### src/rtl/cmr_pkg.sv
// Purpose: constants and carrier types for the cell monitor control register bank
// Assumes: 10 MHz device clock, byte-wide register access from the link front end
// Notes: constants are shared by the bank and by the bench
package cmr_pkg;
  // register offsets
  localparam logic [7:0] OFS_OVER = 8'h22;
  localparam logic [7:0] OFS_UNDER = 8'h23;
  localparam logic [7:0] OFS_PAR_LOW = 8'h24;
  localparam logic [7:0] OFS_PAR_HIGH = 8'h25;
  localparam logic [7:0] OFS_SETUP = 8'h30;
  localparam logic [7:0] OFS_PIN = 8'h31;
  localparam logic [7:0] OFS_BAL_EN = 8'h32;
  localparam logic [7:0] OFS_BAL_TIME = 8'h33;
  localparam logic [7:0] OFS_CONVERSION_START_BIT = 8'h34;
  localparam logic [7:0] OFS_KEY = 8'h3A;
  localparam logic [7:0] OFS_ADDR = 8'h3B;
  localparam logic [7:0] OFS_PROT_FIRST = 8'h40;
  localparam logic [7:0] OFS_PROT_LAST = 8'h4F;
  // key values
  localparam logic [7:0] KEY_UNLOCK = 8'h35;
  localparam logic [7:0] KEY_RELOAD = 8'h27;
  localparam logic [5:0] ADDR_BROADCAST = 6'h3F;
  // reset values
  localparam logic [7:0] RST_SETUP = 8'h00;
  localparam logic [7:0] RST_PIN = 8'h00;
  localparam logic [5:0] RST_BAL_EN = 6'h00;
  localparam logic [7:0] RST_BAL_TIME = 8'h00;
  localparam logic [7:0] RST_KEY = 8'h00;
  localparam logic [7:0] RST_ADDR = 8'h00;
  // field positions
  localparam int SETUP_ON_BIT = 6;
  localparam int SETUP_TEMP_LSB = 4;
  localparam int SETUP_GENERAL_ANALOG_INPUT_BIT = 3;
  localparam int PIN_AUX_BIT = 7;
  localparam int PIN_GOUT_BIT = 6;
  localparam int PIN_LOWPWR_BIT = 2;
  localparam int BALT_UNIT_BIT = 7;
  localparam int ADDR_DONE_BIT = 7;
  localparam int CONVERSION_START_BIT_BIT = 0;
  // writable masks, unimplemented bits read zero
  localparam logic [7:0] MASK_SETUP = 8'h7F;
  localparam logic [7:0] MASK_PIN = 8'hC7;
  localparam logic [7:0] MASK_BAL_TIME = 8'hBF;
  localparam logic [7:0] MASK_ADDR = 8'hBF;
  // timing
  localparam int CLK_PERIOD_NS = 100;
  localparam int SLEEP_SETTLE_MS = 1;
  localparam int SLEEP_SETTLE_CYCLES = SLEEP_SETTLE_MS * 1000000 / CLK_PERIOD_NS;
  localparam int BAL_TICK_S = 1;
  localparam int BAL_TICK_CYCLES = BAL_TICK_S * 1000000000 / CLK_PERIOD_NS;
  localparam int MINUTE_SECONDS = 60;

  typedef struct packed {
    logic write;
    logic read;
    logic [7:0] addr;
    logic [7:0] wdata;
  } cmr_req_t;

  typedef struct packed {
    logic adcPower;
    logic convStart;
    logic [1:0] tempSel;
    logic gpaiSel;
    logic [5:0] cellMask;
  } cmr_meas_t;

  typedef struct packed {
    logic [7:0] setup;
    logic [7:0] pinCtrl;
    logic [5:0] balEnable;
    logic [7:0] balTime;
    logic [7:0] key;
    logic [7:0] addr;
    logic convPulse;
    logic convBusy;
    logic monitorOn;
    logic [23:0] settleCnt;
    logic [23:0] tickCnt;
    logic [11:0] secCnt;
    logic balExpired;
    logic [5:0] overFlags;
    logic [5:0] underFlags;
    logic [7:0] rdata;
    logic gpioSync1;
    logic gpioSync2;
    logic protWrite;
    logic [7:0] protAddr;
    logic [7:0] protData;
  } cmr_state_t;
endpackage

### src/rtl/cmr_control_regs.sv
// Purpose: control and status register bank of a stackable cell monitor
// Assumes: link front end hands over one decoded byte access per request
// Notes: converter, comparators and protected group live outside this block
`timescale 1ns/1ns
module cmr_control_regs #(
  parameter int SETTLE_CYCLES = cmr_pkg::SLEEP_SETTLE_CYCLES,
  parameter int TICK_CYCLES = cmr_pkg::BAL_TICK_CYCLES
) (
  input wire logic clock,
  input wire logic rstn,
  input wire cmr_pkg::cmr_req_t regReq,
  output logic [7:0] regRdata,
  input wire logic [5:0] cellOverRaw,
  input wire logic [5:0] cellUnderRaw,
  input wire logic [1:0] seriesCount,
  input wire logic [7:0] parityLow,
  input wire logic [3:0] parityHigh,
  input wire logic convDone,
  input wire logic reloadDone,
  input wire logic gpioPinIn,
  output logic gpioPinOut,
  output logic gpioDriveEn_n,
  output cmr_pkg::cmr_meas_t measure,
  output logic auxConnect,
  output logic lowPower,
  output logic monitorActive,
  output logic [1:0] sensorGround,
  output logic [5:0] balancePin,
  output logic overvoltageSummary,
  output logic undervoltageSummary,
  output logic protWrite,
  output logic [7:0] protAddr,
  output logic [7:0] protData,
  output logic reloadReq,
  output logic [5:0] linkAddress,
  output logic addressAssigned
);
  import cmr_pkg::*;

  // refuse counts the counters cannot hold
  if (SETTLE_CYCLES < 1 || SETTLE_CYCLES > 16777215) begin : g_bad_settle
    $error("settle count out of range");
  end
  if (TICK_CYCLES < 1 || TICK_CYCLES > 16777215) begin : g_bad_tick
    $error("tick count out of range");
  end

  cmr_state_t s;
  cmr_state_t next_s;
  logic balRunning;
  logic [11:0] balLimit;
  logic keyOpen;

  // cumulative cell selection, unused codes fall back to cell one
  function automatic logic [5:0] cellSelMask(input logic [2:0] code);
    case (code)
      3'h0: cellSelMask = 6'h01;
      3'h1: cellSelMask = 6'h03;
      3'h2: cellSelMask = 6'h07;
      3'h3: cellSelMask = 6'h0F;
      3'h4: cellSelMask = 6'h1F;
      3'h5: cellSelMask = 6'h3F;
      default: cellSelMask = 6'h01;
    endcase
  endfunction

  // cells actually wired, upper cells masked off
  function automatic logic [5:0] seriesMask(input logic [1:0] code);
    case (code)
      2'h0: seriesMask = 6'h3F;
      2'h1: seriesMask = 6'h1F;
      2'h2: seriesMask = 6'h0F;
      default: seriesMask = 6'h07;
    endcase
  endfunction

  // balance timer limit in seconds
  assign balLimit = s.balTime[BALT_UNIT_BIT] ?
    12'(s.balTime[5:0] * MINUTE_SECONDS) : {6'h00, s.balTime[5:0]};
  assign balRunning = (|s.balEnable) && (s.balTime[5:0] != 6'h00)
    && !s.balExpired;
  assign keyOpen = (s.key == KEY_UNLOCK);

  // next state of the whole bank
  always_comb begin
    next_s = s;
    next_s.convPulse = 1'b0;
    next_s.protWrite = 1'b0;
    // pin level through two flops before anything reads it
    next_s.gpioSync1 = gpioPinIn;
    next_s.gpioSync2 = s.gpioSync1;

    // comparators stop in low power and resume after settling
    if (s.pinCtrl[PIN_LOWPWR_BIT]) begin
      next_s.monitorOn = 1'b0;
      next_s.settleCnt = 24'h000000;
    end else if (!s.monitorOn) begin
      if (s.settleCnt == 24'(SETTLE_CYCLES - 1)) begin
        next_s.monitorOn = 1'b1;
        next_s.settleCnt = 24'h000000;
      end else begin
        next_s.settleCnt = s.settleCnt + 24'h000001;
      end
    end

    // flags follow the comparators while monitoring, unused cells masked
    if (s.monitorOn) begin
      next_s.overFlags = cellOverRaw & seriesMask(seriesCount);
      next_s.underFlags = cellUnderRaw & seriesMask(seriesCount);
    end else begin
      next_s.overFlags = 6'h00;
      next_s.underFlags = 6'h00;
    end

    // conversion busy until the converter reports done
    if (convDone) begin
      next_s.convBusy = 1'b0;
    end

    // balance safety timer, counts only while a balance output is on
    if (balRunning) begin
      if (s.tickCnt == 24'(TICK_CYCLES - 1)) begin
        next_s.tickCnt = 24'h000000;
        next_s.secCnt = s.secCnt + 12'h001;
        if (s.secCnt + 12'h001 >= balLimit) begin
          next_s.balExpired = 1'b1;
        end
      end else begin
        next_s.tickCnt = s.tickCnt + 24'h000001;
      end
    end

    // reload finished, key returns to zero
    if (reloadDone && s.key == KEY_RELOAD) begin
      next_s.key = 8'h00;
    end

    // register reads, answered one cycle later
    if (regReq.read) begin
      case (regReq.addr)
        OFS_OVER: next_s.rdata = {2'b00, s.overFlags};
        OFS_UNDER: next_s.rdata = {2'b00, s.underFlags};
        OFS_PAR_LOW: next_s.rdata = parityLow;
        OFS_PAR_HIGH: next_s.rdata = {4'h0, parityHigh};
        OFS_SETUP: next_s.rdata = s.setup;
        OFS_PIN: next_s.rdata = {s.pinCtrl[7:6], s.gpioSync2, s.pinCtrl[4:0]};
        OFS_BAL_EN: next_s.rdata = {2'b00, s.balEnable};
        OFS_BAL_TIME: next_s.rdata = s.balTime;
        OFS_ADDR: next_s.rdata = s.addr;
        default: next_s.rdata = 8'h00;
      endcase
    end

    // register writes; a new write wins over a same-cycle completion
    if (regReq.write) begin
      // any write but the key itself clears the key
      next_s.key = 8'h00;
      case (regReq.addr)
        OFS_SETUP: next_s.setup = regReq.wdata & MASK_SETUP;
        OFS_PIN: next_s.pinCtrl = regReq.wdata & MASK_PIN;
        OFS_BAL_EN: begin
          next_s.balEnable = regReq.wdata[5:0];
          next_s.balExpired = 1'b0;
          next_s.tickCnt = 24'h000000;
          next_s.secCnt = 12'h000;
        end
        OFS_BAL_TIME: begin
          next_s.balTime = regReq.wdata & MASK_BAL_TIME;
          next_s.balExpired = 1'b0;
          next_s.tickCnt = 24'h000000;
          next_s.secCnt = 12'h000;
        end
        OFS_CONVERSION_START_BIT: begin
          if (regReq.wdata[CONVERSION_START_BIT_BIT]) begin
            next_s.convPulse = 1'b1;
            next_s.convBusy = 1'b1;
          end
        end
        OFS_KEY: next_s.key = regReq.wdata;
        OFS_ADDR: next_s.addr = regReq.wdata & MASK_ADDR;
        default: begin
          // protected group writes pass only while unlocked
          if (regReq.addr >= OFS_PROT_FIRST && regReq.addr <= OFS_PROT_LAST
              && keyOpen) begin
            next_s.protWrite = 1'b1;
            next_s.protAddr = regReq.addr;
            next_s.protData = regReq.wdata;
          end
        end
      endcase
    end
  end

  // single state register, synchronous reset
  always_ff @(posedge clock) begin
    if (!rstn) begin
      s <= '0;
      s.setup <= RST_SETUP;
      s.pinCtrl <= RST_PIN;
      s.balEnable <= RST_BAL_EN;
      s.balTime <= RST_BAL_TIME;
      s.key <= RST_KEY;
      s.addr <= RST_ADDR;
      s.monitorOn <= 1'b1;
    end else begin
      s <= next_s;
    end
  end

  // balance outputs, forced low on expiry or zero time
  for (genvar i = 0; i < 6; i++) begin : g_bal
    assign balancePin[i] = s.balEnable[i] & balRunning;
  end

  // measurement controls toward the converter
  assign measure.adcPower = s.setup[SETUP_ON_BIT] | s.convBusy;
  assign measure.convStart = s.convPulse;
  assign measure.tempSel = s.setup[SETUP_TEMP_LSB +: 2];
  assign measure.gpaiSel = s.setup[SETUP_GENERAL_ANALOG_INPUT_BIT];
  assign measure.cellMask = cellSelMask(s.setup[2:0]);

  // pins and modes; open drain only ever pulls low
  assign auxConnect = s.pinCtrl[PIN_AUX_BIT];
  assign gpioPinOut = 1'b0;
  assign gpioDriveEn_n = s.pinCtrl[PIN_GOUT_BIT];
  assign lowPower = s.pinCtrl[PIN_LOWPWR_BIT];
  assign monitorActive = s.monitorOn;
  assign sensorGround = s.pinCtrl[1:0];
  assign overvoltageSummary = |s.overFlags;
  assign undervoltageSummary = |s.underFlags;
  assign regRdata = s.rdata;
  assign protWrite = s.protWrite;
  assign protAddr = s.protAddr;
  assign protData = s.protData;
  assign reloadReq = (s.key == KEY_RELOAD);
  assign linkAddress = s.addr[5:0];
  assign addressAssigned = s.addr[ADDR_DONE_BIT];

  // checks next to the logic they guard
  a_key_reads_zero: assert property (@(posedge clock) disable iff (!rstn)
    (regReq.read && regReq.addr == OFS_KEY) |=> (regRdata == 8'h00))
    else $error("key register read back nonzero");

  a_conversion_start_bit_single_pulse: assert property (@(posedge clock) disable iff (!rstn)
    measure.convStart |=> !measure.convStart)
    else $error("conversion start longer than one cycle");

  a_conversion_start_bit_from_write: assert property (@(posedge clock) disable iff (!rstn)
    (regReq.write && regReq.addr == OFS_CONVERSION_START_BIT && regReq.wdata[0])
    |=> (measure.convStart && measure.adcPower))
    else $error("conversion write did not start converter");

  a_key_cleared: assert property (@(posedge clock) disable iff (!rstn)
    (regReq.write && regReq.addr != OFS_KEY) |=> !reloadReq && !keyOpen)
    else $error("key survived another write");

  a_prot_locked: assert property (@(posedge clock) disable iff (!rstn)
    (regReq.write && regReq.addr == OFS_PROT_FIRST && !keyOpen) |=> !protWrite)
    else $error("protected write passed while locked");

  a_prot_unlocked: assert property (@(posedge clock) disable iff (!rstn)
    (regReq.write && regReq.addr == OFS_PROT_LAST && keyOpen)
    |=> (protWrite && protAddr == OFS_PROT_LAST))
    else $error("protected write lost while unlocked");

  a_sleep_settle: assert property (@(posedge clock) disable iff (!rstn)
    $fell(lowPower) |-> (!monitorActive)[*8])
    else $error("monitoring resumed before settling");

  a_sleep_flags: assert property (@(posedge clock) disable iff (!rstn)
    lowPower |=> ##1 (!overvoltageSummary && !undervoltageSummary))
    else $error("fault flags active in low power");

  a_bal_zero_time: assert property (@(posedge clock) disable iff (!rstn)
    (s.balTime[5:0] == 6'h00) |-> (balancePin == 6'h00))
    else $error("balance active with zero time");

  a_bal_enable: assert property (@(posedge clock) disable iff (!rstn)
    (regReq.write && regReq.addr == OFS_BAL_EN && s.balTime[5:0] != 6'h00)
    |=> (balancePin == $past(regReq.wdata[5:0])))
    else $error("balance outputs do not follow enables");

  a_bal_expiry: assert property (@(posedge clock) disable iff (!rstn)
    s.balExpired |-> (balancePin == 6'h00))
    else $error("balance still active after timeout");

  a_series_mask: assert property (@(posedge clock) disable iff (!rstn)
    (seriesCount == 2'h3) |=> (s.overFlags[5:3] == 3'h0 && s.underFlags[5:3] == 3'h0))
    else $error("unused cell flag reported");

  // reset state, checked without the reset gate so the reset edge is covered
  a_reset_state: assert property (@(posedge clock)
    !rstn
    |=> (monitorActive && balancePin == 6'h00 && !protWrite && !reloadReq))
    else $error("bank busy after reset");

  // summaries follow the masked comparators one cycle later
  a_over_summary: assert property (@(posedge clock) disable iff (!rstn)
    (monitorActive && |(cellOverRaw & seriesMask(seriesCount)))
    |=> overvoltageSummary)
    else $error("overvoltage summary missed");

  a_under_summary: assert property (@(posedge clock) disable iff (!rstn)
    (monitorActive && |(cellUnderRaw & seriesMask(seriesCount)))
    |=> undervoltageSummary)
    else $error("undervoltage summary missed");

  a_sleep_quiet: assert property (@(posedge clock) disable iff (!rstn)
    !monitorActive
    |=> (!overvoltageSummary && !undervoltageSummary))
    else $error("flags live while comparators off");

  // reserved and write-only places never leak stored bits
  a_setup_reserved: assert property (@(posedge clock) disable iff (!rstn)
    (regReq.read && regReq.addr == OFS_SETUP)
    |=> !regRdata[7])
    else $error("setup top bit read as one");

  a_pin_reserved: assert property (@(posedge clock) disable iff (!rstn)
    (regReq.read && regReq.addr == OFS_PIN)
    |=> (regRdata[4:3] == 2'b00))
    else $error("pin reserved bits read as one");

  a_conversion_start_bit_reads_zero: assert property (@(posedge clock) disable iff (!rstn)
    (regReq.read && regReq.addr == OFS_CONVERSION_START_BIT)
    |=> (regRdata == 8'h00))
    else $error("start register read nonzero");

  a_parity_upper: assert property (@(posedge clock) disable iff (!rstn)
    (regReq.read && regReq.addr == OFS_PAR_HIGH)
    |=> (regRdata[7:4] == 4'h0))
    else $error("parity upper bits nonzero");

  // converter controls follow the setup word and the end of a conversion
  a_adc_release: assert property (@(posedge clock) disable iff (!rstn)
    (convDone && !s.setup[SETUP_ON_BIT] && !regReq.write)
    |=> !measure.adcPower)
    else $error("converter stayed on in auto mode");

  a_setup_follow: assert property (@(posedge clock) disable iff (!rstn)
    (regReq.write && regReq.addr == OFS_SETUP)
    |=> ({measure.tempSel, measure.gpaiSel} == $past(regReq.wdata[5:3])))
    else $error("setup select fields wrong");

  a_cell_mask_low: assert property (@(posedge clock) disable iff (!rstn)
    (regReq.write && regReq.addr == OFS_SETUP && regReq.wdata[2:1] == 2'b11)
    |=> (measure.cellMask == 6'h01))
    else $error("unused cell code not cell one");

  // key and protected write handling
  a_reload_clear: assert property (@(posedge clock) disable iff (!rstn)
    (reloadDone && reloadReq && !regReq.write)
    |=> !reloadReq)
    else $error("reload key kept after completion");

  a_prot_data: assert property (@(posedge clock) disable iff (!rstn)
    (regReq.write && regReq.addr inside {[OFS_PROT_FIRST:OFS_PROT_LAST]} && keyOpen)
    |=> (protWrite && protData == $past(regReq.wdata)))
    else $error("protected data lost");

  a_prot_pulse: assert property (@(posedge clock) disable iff (!rstn)
    protWrite
    |=> !protWrite)
    else $error("second protected write on one key");

  // pin and address registers drive their outputs directly
  a_pin_follow: assert property (@(posedge clock) disable iff (!rstn)
    (regReq.write && regReq.addr == OFS_PIN)
    |=> ({auxConnect, gpioDriveEn_n, lowPower, sensorGround}
      == $past({regReq.wdata[7:6], regReq.wdata[2:0]})))
    else $error("pin outputs do not follow write");

  a_addr_follow: assert property (@(posedge clock) disable iff (!rstn)
    (regReq.write && regReq.addr == OFS_ADDR)
    |=> ({addressAssigned, linkAddress} == $past({regReq.wdata[7], regReq.wdata[5:0]})))
    else $error("address outputs do not follow write");
endmodule

### config.mk
export PLATFORM = sky130hd
export DESIGN_NAME = cmr_control_regs
export DESIGN_NICKNAME = d
export VERILOG_FILES = /design/src/rtl/cmr_pkg.sv /design/src/rtl/cmr_control_regs.sv
export SDC_FILE = /design/constraint.sdc
export NUM_CORES = 1
export LEC_CHECK = 0
export BUFFER_PORTS_ARGS = -buffer_cell sky130_fd_sc_hd__buf_2
export CAP_MARGIN = 20
export CORE_MARGIN = 3
export CORE_UTILIZATION = 55
export CTS_BUF_LIST = sky130_fd_sc_hd__clkbuf_16
export CTS_CLUSTER_DIAMETER = 80
export DETAILED_ROUTE_END_ITERATION = 6
export GPL_TIMING_DRIVEN = 0
export HOLD_SLACK_MARGIN = 0.03
export PLACE_DENSITY = 0.77
export SYNTH_ARGS = -nofsm -noshare
export SYNTH_HDL_FRONTEND = slang
export SYNTH_SLANG_ARGS = --single-unit
### constraint.sdc
create_clock -name clock -period 10.15 [get_ports clock]
set_clock_uncertainty 0.2 [all_clocks]
set_input_delay 2.03 -clock clock [delete_from_list [all_inputs] [get_ports clock]]
set_output_delay 2.03 -clock clock [all_outputs]
set_load 0.02 [all_outputs]
==> run summary, run 1 <==
run status = finished, final reports clean
Post-synth EDFFs = 0
clk buf depth = 2
post-CTS setup buffer count = 0
Setup crit start kind = flip-flop
DR DRC count = 0
Root Driver = clkbuf_16
reg2reg end = s[39]$_SDFF_PN0_
number of antenna diodes = 0
Port Buf Inserts = 100
Layout area overhead = 16.4%
Crit-path slowest cell = a2111oi_0
CTS H-tree depth = 4
max-slew violations = 0
crit path DAT = 4.92 ns
post-synth cell types = 75
final cycle utilization of the critical path = 0.477
Initial Util = 0.565
Clock Pin Slew Worst Setup and Hold Paths = 0.06 ns
max incr delay on CP = 0.56 ns
Final HPWL DP = 15.0 mm
vias in the first global route = 6793
power density cells = 135 mW/mm^2
Warnings, synthesis = 0
Mapped Cells = 916
sequential share of power = 0.457
Leak = 4.06 nW
syn_nets = 1005
largest net degree at the start of global routing = 17
Setup TNS Final = 0 ns
clock latency on the worst-skew pair = 0.42 ns
Critical Path RT = 10.23 ns
max cap viols = 0
Net Sw Power = 276 uW
reg2reg path depth = 15
Worst R2R Start = s[121]$_SDFFE_PN0P_
antenna viol nets, final = 0
final total power = 1.24 mW
Internal = 965 uW
Fill cells = 1193
layout cells sized above 1 = 0.198
Pre-Repair DR Iteration Count = 5
PostCTS Resize Cnt = 0
Clock Power Share = 0.494
Die ar. = 0.0158 sq mm
die height = 126 um
cells along the critical path = inv_1 -> fa_1 -> fa_1 -> inv_1 -> ha_1 -> nor2b_1 -> o21a_1 -> o21ai_0 -> mux2i_1 -> a2111oi_0 -> ha_1 -> a21oi_1 -> nand2_1 -> a2111oi_0 -> a21oi_1
top_reg_cell synth = dfxtp_1
core area = 0.0140 sq mm
TritonCTS Buffers = 17
first-pass GRT wire length = 33.3 mm
WL/cell = 16.5 um
sequential-to-total area share from yosys stat = 0.362
Fmax = 0.207 GHz
Site Rows = 43
switch share = 0.222
Max IR drop VDD = 0.121 mV
Mean Syn Cell Area = 8.63 sq um
vias per cell = 5.75
Worst R2R Setup Slack = 5.31 ns
Tot GR Track Use = 0.258
CTS Hold Bufs = 0
Hold Crit Class = reg -> reg
FF+latch count, synth = 143
worst hold start = next_s[17]$_SDFF_PN0_
post-route minimum period = 4.84 ns
Critical Path Fanout Max = 6
Ports = 108
RSZ-0062 raised after global routing = false
Iter 0 DRT Violations = 676
Placer Congestion = 0.958
fraction of registers with async set or reset after synthesis = 0
Critical Path Sink Type = flip-flop
utilization after layout = 0.658
Cell Area, Synth = 0.00790 sq mm
hold depth = 1
Die Wd = 126 um
worst hold endpoint = s[17]$_SDFF_PN0_
Max-slew headroom = 0.504
setup violators final = 0
critical path type = reg -> reg
Hold Vio Cnt, Final = 0
initial antenna violation count = 0
final wirelength = 20.2 mm
clk sinks = 143
Nets = 1124
TritonCTS clock tree = yes
routed vias = 7049
Worst Max-Slew Pin Slew = 0.741 ns
total congestion overflow = 0
Logic pwr share = 0.049
==> through the flow <==
step	cell area (sq um)	hold slack [ns]	std cells	worst slack [ns]
6_report	9200	0.235	1225	5.31
3_3_place_gp	8630	0.214	1196	5.37
3_5_place_dp	8630	0.222	1196	5.31
4_1_cts	9200	0.235	1225	5.30
5_1_grt	9200	0.258	1225	4.87
2_1_floorplan	7900	0.212	916	5.99
==> power by group through the flow <==
stage | logic [mW] | clock network (mW) | registers (mW)
floorplan | 0.0342 | 0 | 0.577
global placement | 0.0592 | 0 | 0.578
detailed placement | 0.0596 | 0 | 0.578
CTS | 0.0597 | 0.619 | 0.566
global route | 0.0654 | 0.643 | 0.566
finish | 0.0608 | 0.613 | 0.566
==> state kept, by name, summed over array words and instances, names as in the netlist <==
signal	count
s	100
protAddr	8
protData	8
regRdata	8
linkAddress	6
measure	4
sensorGround	2
addressAssigned	1
auxConnect	1
gpioDriveEn_n	1
lowPower	1
monitorActive	1
next_s	1
protWrite	1
==> cell usage in the layout (no fill, tap or decap), types with 8 or more instances in the layout <==
master,n
fa_1,9
dfxtp_1,143
a21oi_1,42
and4_1,8
clkbuf_1,26
nand2_1,86
nor4b_1,8
xnor2_1,18
o21ai_0,20
buf_2,110
nor3_1,13
a22o_1,12
nor2_1,93
buf_4,39
clkbuf_16,17
or3_1,8
and3_1,18
ha_1,31
nor4_1,13
inv_1,34
xor2_1,33
nand4_1,21
nand3_1,52
and2_1,14
mux2i_1,37
nor2b_1,8
==> cell families after synthesis <==
group	synth area share
compound gates	0.109
xor+xnor	0.0565
fa+ha+maj	0.0719
buf+inv	0.0799
flops	0.362
mux	0.0554
other cells	0.000950
simple gates	0.264
==> worst max-delay path by stage <==
stage                         from               end  slack (ns)
2_1_floorplan  s[122]$_SDFFE_PN0P_  s[39]$_SDFF_PN0_        5.99
3_3_place_gp   s[121]$_SDFFE_PN0P_  s[39]$_SDFF_PN0_        5.37
3_5_place_dp   s[122]$_SDFFE_PN0P_  s[39]$_SDFF_PN0_        5.31
4_1_cts        s[122]$_SDFFE_PN0P_  s[39]$_SDFF_PN0_        5.30
5_1_grt        s[121]$_SDFFE_PN0P_  s[39]$_SDFF_PN0_        4.87
6_report       s[121]$_SDFFE_PN0P_  s[39]$_SDFF_PN0_        5.31
==> layer usage <==
metal | GRT usage | up-vias | wire, um
met5 | 0 | - | 0
met4 | 0.0953 | 0 | 521
met3 | 0.0640 | 50 | 1590
met2 | 0.419 | 274 | 9480
met1 | 0.335 | 3301 | 8580
li1 | - | 3424 | -
==> cells in the mapped netlist (4+ instances only) <==
master,n,area (sq um)
or2_2,5,31.3
dfxtp_1,143,2860
nand3_1,52,260
and2_1,14,87.6
and4_1,8,70.1
nand4b_1,4,35.0
a22o_1,12,105
nor3b_1,5,37.5
nor2b_1,8,50.1
inv_1,34,128
o21ai_0,20,100
nor2_1,93,349
mux2_2,4,45.0
fa_1,9,180
buf_2,10,50.1
a21o_1,5,37.5
nor4_1,13,81.3
clkbuf_1,26,97.6
nor4b_1,8,70.1
a31oi_1,4,25.0
nand2_1,86,323
o211ai_1,4,30.0
o21ai_1,4,20.0
a21oi_1,42,210
nand2b_1,6,37.5
mux2i_1,37,370
nand4_1,21,131
and3_1,18,113
a22oi_1,7,52.6
buf_1,5,18.8
or3_1,8,50.1
xnor2_1,18,158
xor2_1,33,289
buf_4,39,293
buf_6,4,45.0
nor3_1,13,65.1
ha_1,31,388
==> worst max-delay path, delay by kind of cell (launching register included) <==
kind / cells / cell delay, ns
simple gates: 2 / 0.21
flops: 1 / 0.50
buf+inv: 2 / 0.21
compound gates: 6 / 1.74
fa+ha+maj: 4 / 1.72
mux: 1 / 0.12
==> layout make-up <==
cell class	count	area, sq um	area share
tap	180	225	0.0245
clock buffer	17	425	0.0462
multi-input combinational	655	4410	0.479
timing repair buffer	100	500	0.0544
buffer	84	504	0.0548
clock inverter	12	146	0.0159
inverter	34	128	0.0139
sequential	143	2860	0.311
(Power assumes the default switching activity.)
==> inputs of run 2 (changes only) <==
Clock period 10.15 ns to 4.6 ns, I/O delays scaled along.
==> run summary, run 2 (synthesis results as in run 1) <==
run status = finished, final reports clean
routed vias = 7073
final cycle utilization of the critical path = 0.926
RSZ-0062 raised after global routing = false
Die Wd = 126 um
layout cells sized above 1 = 0.205
DP Cell Count = 1196
max-slew violations = 0
final wirelength = 20.2 mm
largest net degree at the start of global routing = 17
Layout area overhead = 16.7%
most frequent cells in the layout = dfxtp_1, buf_2, nor2_1
CTS H-tree depth = 4
CTS Hold Bufs = 0
core area = 0.0140 sq mm
WL/cell = 16.5 um
crit path DAT = 4.35 ns
Worst Max-Slew Pin Slew = 0.745 ns
vias per cell = 5.77
total congestion overflow = 0
max cap viols = 0
Ports = 108
vias in the first global route = 6797
Clock Pin Slew Worst Setup and Hold Paths = 0.06 ns
Most flops, register = s
Port Buf Inserts = 100
critical path type = reg -> reg
setup violators final = 0
Die ar. = 0.0158 sq mm
Setup crit start kind = flip-flop
Fmax = 0.235 GHz
Hold Crit Class = reg -> reg
cell area after layout = 0.00922 sq mm
clk buf depth = 2
Pre-Repair DR Iteration Count = 6
Max IR drop VDD = 0.265 mV
Nets = 1124
clock latency on the worst-skew pair = 0.42 ns
Placer Congestion = 0.958
Iter 0 DRT Violations = 654
Hold Vio Cnt, Final = 0
worst setup path startpoint = s[121]$_SDFFE_PN0P_
Initial Util = 0.565
DR DRC count = 0
Final HPWL DP = 15.0 mm
Tot GR Track Use = 0.258
post-route minimum period = 4.26 ns
TritonCTS clock tree = yes
power density cells = 297 mW/mm^2
Site Rows = 43
antenna viol nets, final = 0
Critical Path Fanout Max = 6
Critical Path RT = 4.69 ns
die height = 126 um
worst hold slack = 0.236 ns
initial antenna violation count = 0
number of antenna diodes = 0
Post-Layout Cell Count = 1225
DP Area = 0.00863 sq mm
clk sinks = 143
TritonCTS Buffers = 17
Worst R2R Start = s[121]$_SDFFE_PN0P_
commonest non-fill, non-tap cell in the layout = dfxtp_1
first-pass GRT wire length = 33.4 mm
worst hold start = next_s[17]$_SDFF_PN0_
Leak = 4.06 nW
Max-slew headroom = 0.501
Root Driver = clkbuf_16
max FFs per register = 100
Critical Path Sink Type = flip-flop
run 2: cell counts in the layout (fill, tap and decap cells not counted):
Identical to the previous run, type by type.
run 2: area by class of cell:
type	instances	area [sq um]
flip-flops and latches	143	2870
repair buffers	100	500
clock inverters	12	146
fillers	1187	4770
clock buffers	17	425
multi-input cells	655	4430
inverters	34	128
well taps	180	225
plain buffers	84	504
run 2: repair_timing:
item | 4_1_cts | 5_1_grt
cloned | 0 | 0
endpoints found under the setup margin | 1 | 1
hold endpoints to repair | 0 | 0
pin swaps | 0 | 0
buffers inserted | 0 | 0
resized for setup | 4 | 6
run 2: worst paths after layout:
path / end / slack [ns] / cells past startpoint
setup / recovery: s[39]$_SDFF_PN0_ / 0.34 / 15
hold / removal: s[17]$_SDFF_PN0_ / 0.24 / 1
setup reg to reg: s[39]$_SDFF_PN0_ / 0.34 / 15
hold reg to reg: s[17]$_SDFF_PN0_ / 0.24 / 1
run 2: power by group:
part / total (mW) / leakage, nW / internal (mW) / switching (mW)
combinational: 0.134 / 2.63 / 0.0460 / 0.0880
clock: 1.35 / 0.280 / 0.838 / 0.516
sequential: 1.25 / 1.16 / 1.24 / 0.00472
total: 2.74 / 4.06 / 2.13 / 0.609
run 2: per-layer routing:
| metal | part of all wire | vias up | wire length [um] | global-route usage |
|---|---|---|---|---|
| met5 | 0 | - | 0 | 0 |
| met4 | 0.025 | 0 | 504 | 0.0953 |
| met3 | 0.073 | 47 | 1480 | 0.0640 |
| met2 | 0.47 | 256 | 9510 | 0.419 |
| met1 | 0.43 | 3352 | 8760 | 0.335 |
| li1 | - | 3418 | - | - |
run 2: per-stage QoR:
| step | utilization | setup WS [ns] | setup TNS (ns) | power (mW) |
|---|---|---|---|---|
| 2_1_floorplan | - | 0.438 | 0 | 1.35 |
| 3_3_place_gp | 0.617 | -0.180 | -0.180 | 1.41 |
| 3_5_place_dp | 0.617 | -0.243 | -0.243 | 1.41 |
| 4_1_cts | 0.658 | 0.0607 | 0 | 2.75 |
| 5_1_grt | 0.659 | 0.0397 | 0 | 2.81 |
| 6_report | 0.659 | 0.339 | 0 | 2.74 |
run 2: critical path, stage by stage, from the launching register on:
cell       delay, ns
dfxtp_2         0.42
inv_1           0.13
fa_1            0.50
fa_1            0.52
inv_1           0.04
ha_1            0.34
nor2b_1         0.15
o21a_1          0.18
o21ai_2         0.15
mux2i_1         0.11
a2111oi_2       0.36
ha_1            0.32
a21oi_1         0.13
nand2_1         0.08
a2111oi_2       0.41
a21oi_1         0.11
==> inputs of run 3 (changes only) <==
Settings changed: CORE_UTILIZATION 55 to 40, PLACE_DENSITY 0.77 to 0.59.
==> run summary, run 3 (synthesis results as in run 1) <==
post-route minimum period = 4.21 ns
final wirelength = 21.5 mm
Layout area overhead = 18.2%
Hold Vio Cnt, Final = 0
Max IR drop VDD = 0.245 mV
cell area after layout = 0.00934 sq mm
largest net degree at the start of global routing = 17
clock latency on the worst-skew pair = 0.43 ns
layout cells sized above 1 = 0.205
Leak = 4.07 nW
Hold Crit Class = reg -> reg
final total power = 2.80 mW
critical path type = reg -> reg
crit path DAT = 4.31 ns
Setup TNS Final = 0 ns
RSZ-0062 raised after global routing = false
clk buf depth = 2
setup violators final = 0
Worst Max-Slew Pin Slew = 0.743 ns
Max Used Layer = met4
Max-slew headroom = 0.501
routed wl met3 = 1.43 mm
Most flops, register = s
clk sinks = 143
worst setup path startpoint = s[120]$_SDFFE_PN0P_
final cycle utilization of the critical path = 0.916
worst hold slack = 0.234 ns
max FFs per register = 100
Initial Util = 0.414
Critical Path RT = 4.70 ns
vias in the first global route = 6415
run status = finished, final reports clean
worst hold start = next_s[17]$_SDFF_PN0_
vias per cell = 5.27
TritonCTS clock tree = yes
Worst R2R Start = s[120]$_SDFFE_PN0P_
hold depth = 1
Port Buf Inserts = 100
core area = 0.0191 sq mm
TritonCTS Buffers = 17
DP Cell Count = 1276
DR DRC count = 0
reg2reg path depth = 15
Ports = 108
utilization after layout = 0.490
initial antenna violation count = 0
max cap viols = 0
commonest non-fill, non-tap cell in the layout = dfxtp_1
Fmax = 0.237 GHz
Pre-Repair DR Iteration Count = 5
Critical Path Sink Type = flip-flop
antenna viol nets, final = 0
Nets = 1124
first-pass GRT wire length = 34.4 mm
WL/cell = 16.5 um
Root Driver = clkbuf_16
Critical Path Fanout Max = 6
Fill cells = 1883
Die Wd = 147 um
M1 WL = 10.2 mm
Die ar. = 0.0215 sq mm
routed vias = 6898
max-slew violations = 0
Post-Layout Cell Count = 1308
number of antenna diodes = 0
DP Area = 0.00873 sq mm
Iter 0 DRT Violations = 434
Placer Congestion = 0.940
power density cells = 300 mW/mm^2
CTS Hold Bufs = 0
CTS H-tree depth = 4
Final HPWL DP = 16.1 mm
fin worst setup slack = 0.388 ns
Clock Pin Slew Worst Setup and Hold Paths = 0.06 ns
pre-CTS setup slack = -0.248 ns
DR WL met2 = 9.65 mm
total congestion overflow = 0
Tot GR Track Use = 0.200
Site Rows = 50
die height = 147 um
most frequent cells in the layout = dfxtp_1, buf_2, nor2_1
Setup crit start kind = flip-flop
[run 3: area by class of cell]
| type | count | area [sq um] | share of cell area |
|---|---|---|---|
| multi-input combinational | 655 | 4420 | 0.473 |
| sequential | 143 | 2870 | 0.307 |
| buffer | 84 | 504 | 0.0540 |
| timing repair buffer | 100 | 500 | 0.0536 |
| clock buffer | 17 | 425 | 0.0455 |
| tap | 260 | 325 | 0.0348 |
| clock inverter | 15 | 169 | 0.0181 |
| inverter | 34 | 128 | 0.0137 |
[run 3: layer usage]
| metal | vias up | GRT usage |
|---|---|---|
| met5 | - | 0 |
| met2 | 196 | 0.308 |
| li1 | 3426 | - |
| met4 | 0 | 0.0508 |
| met3 | 22 | 0.0490 |
| met1 | 3254 | 0.282 |
[run 3: final timing paths]
path | end | slack (ns)
max | s[39]$_SDFF_PN0_ | 0.39
min | s[17]$_SDFF_PN0_ | 0.23
max reg2reg | s[39]$_SDFF_PN0_ | 0.39
min reg2reg | s[17]$_SDFF_PN0_ | 0.23
[run 3: repair_timing]
| item | in CTS | in global routing |
|---|---|---|
| resized for setup | 6 | 3 |
| endpoints found under the setup margin | 1 | 1 |
| pin swaps | 0 | 1 |
| buffers inserted | 0 | 0 |
| gates cloned | 0 | 0 |
[run 3: critical path: stages, from the launching register on]
cell and delay [ns]:
dfxtp_2 0.43, inv_1 0.11, fa_1 0.50, fa_1 0.51, inv_1 0.04, ha_1 0.34, nor2b_1 0.16, o21a_1 0.18
o21ai_1 0.20, mux2i_1 0.12, a2111oi_2 0.25, ha_1 0.32, a21oi_1 0.14, nand2_1 0.08, a2111oi_2 0.39, a21oi_1 0.11
[run 3: power breakdown]
group	internal [mW]	switching, mW
Combinational	0.0459	0.0906
Clock	0.849	0.566
Sequential	1.24	0.00514
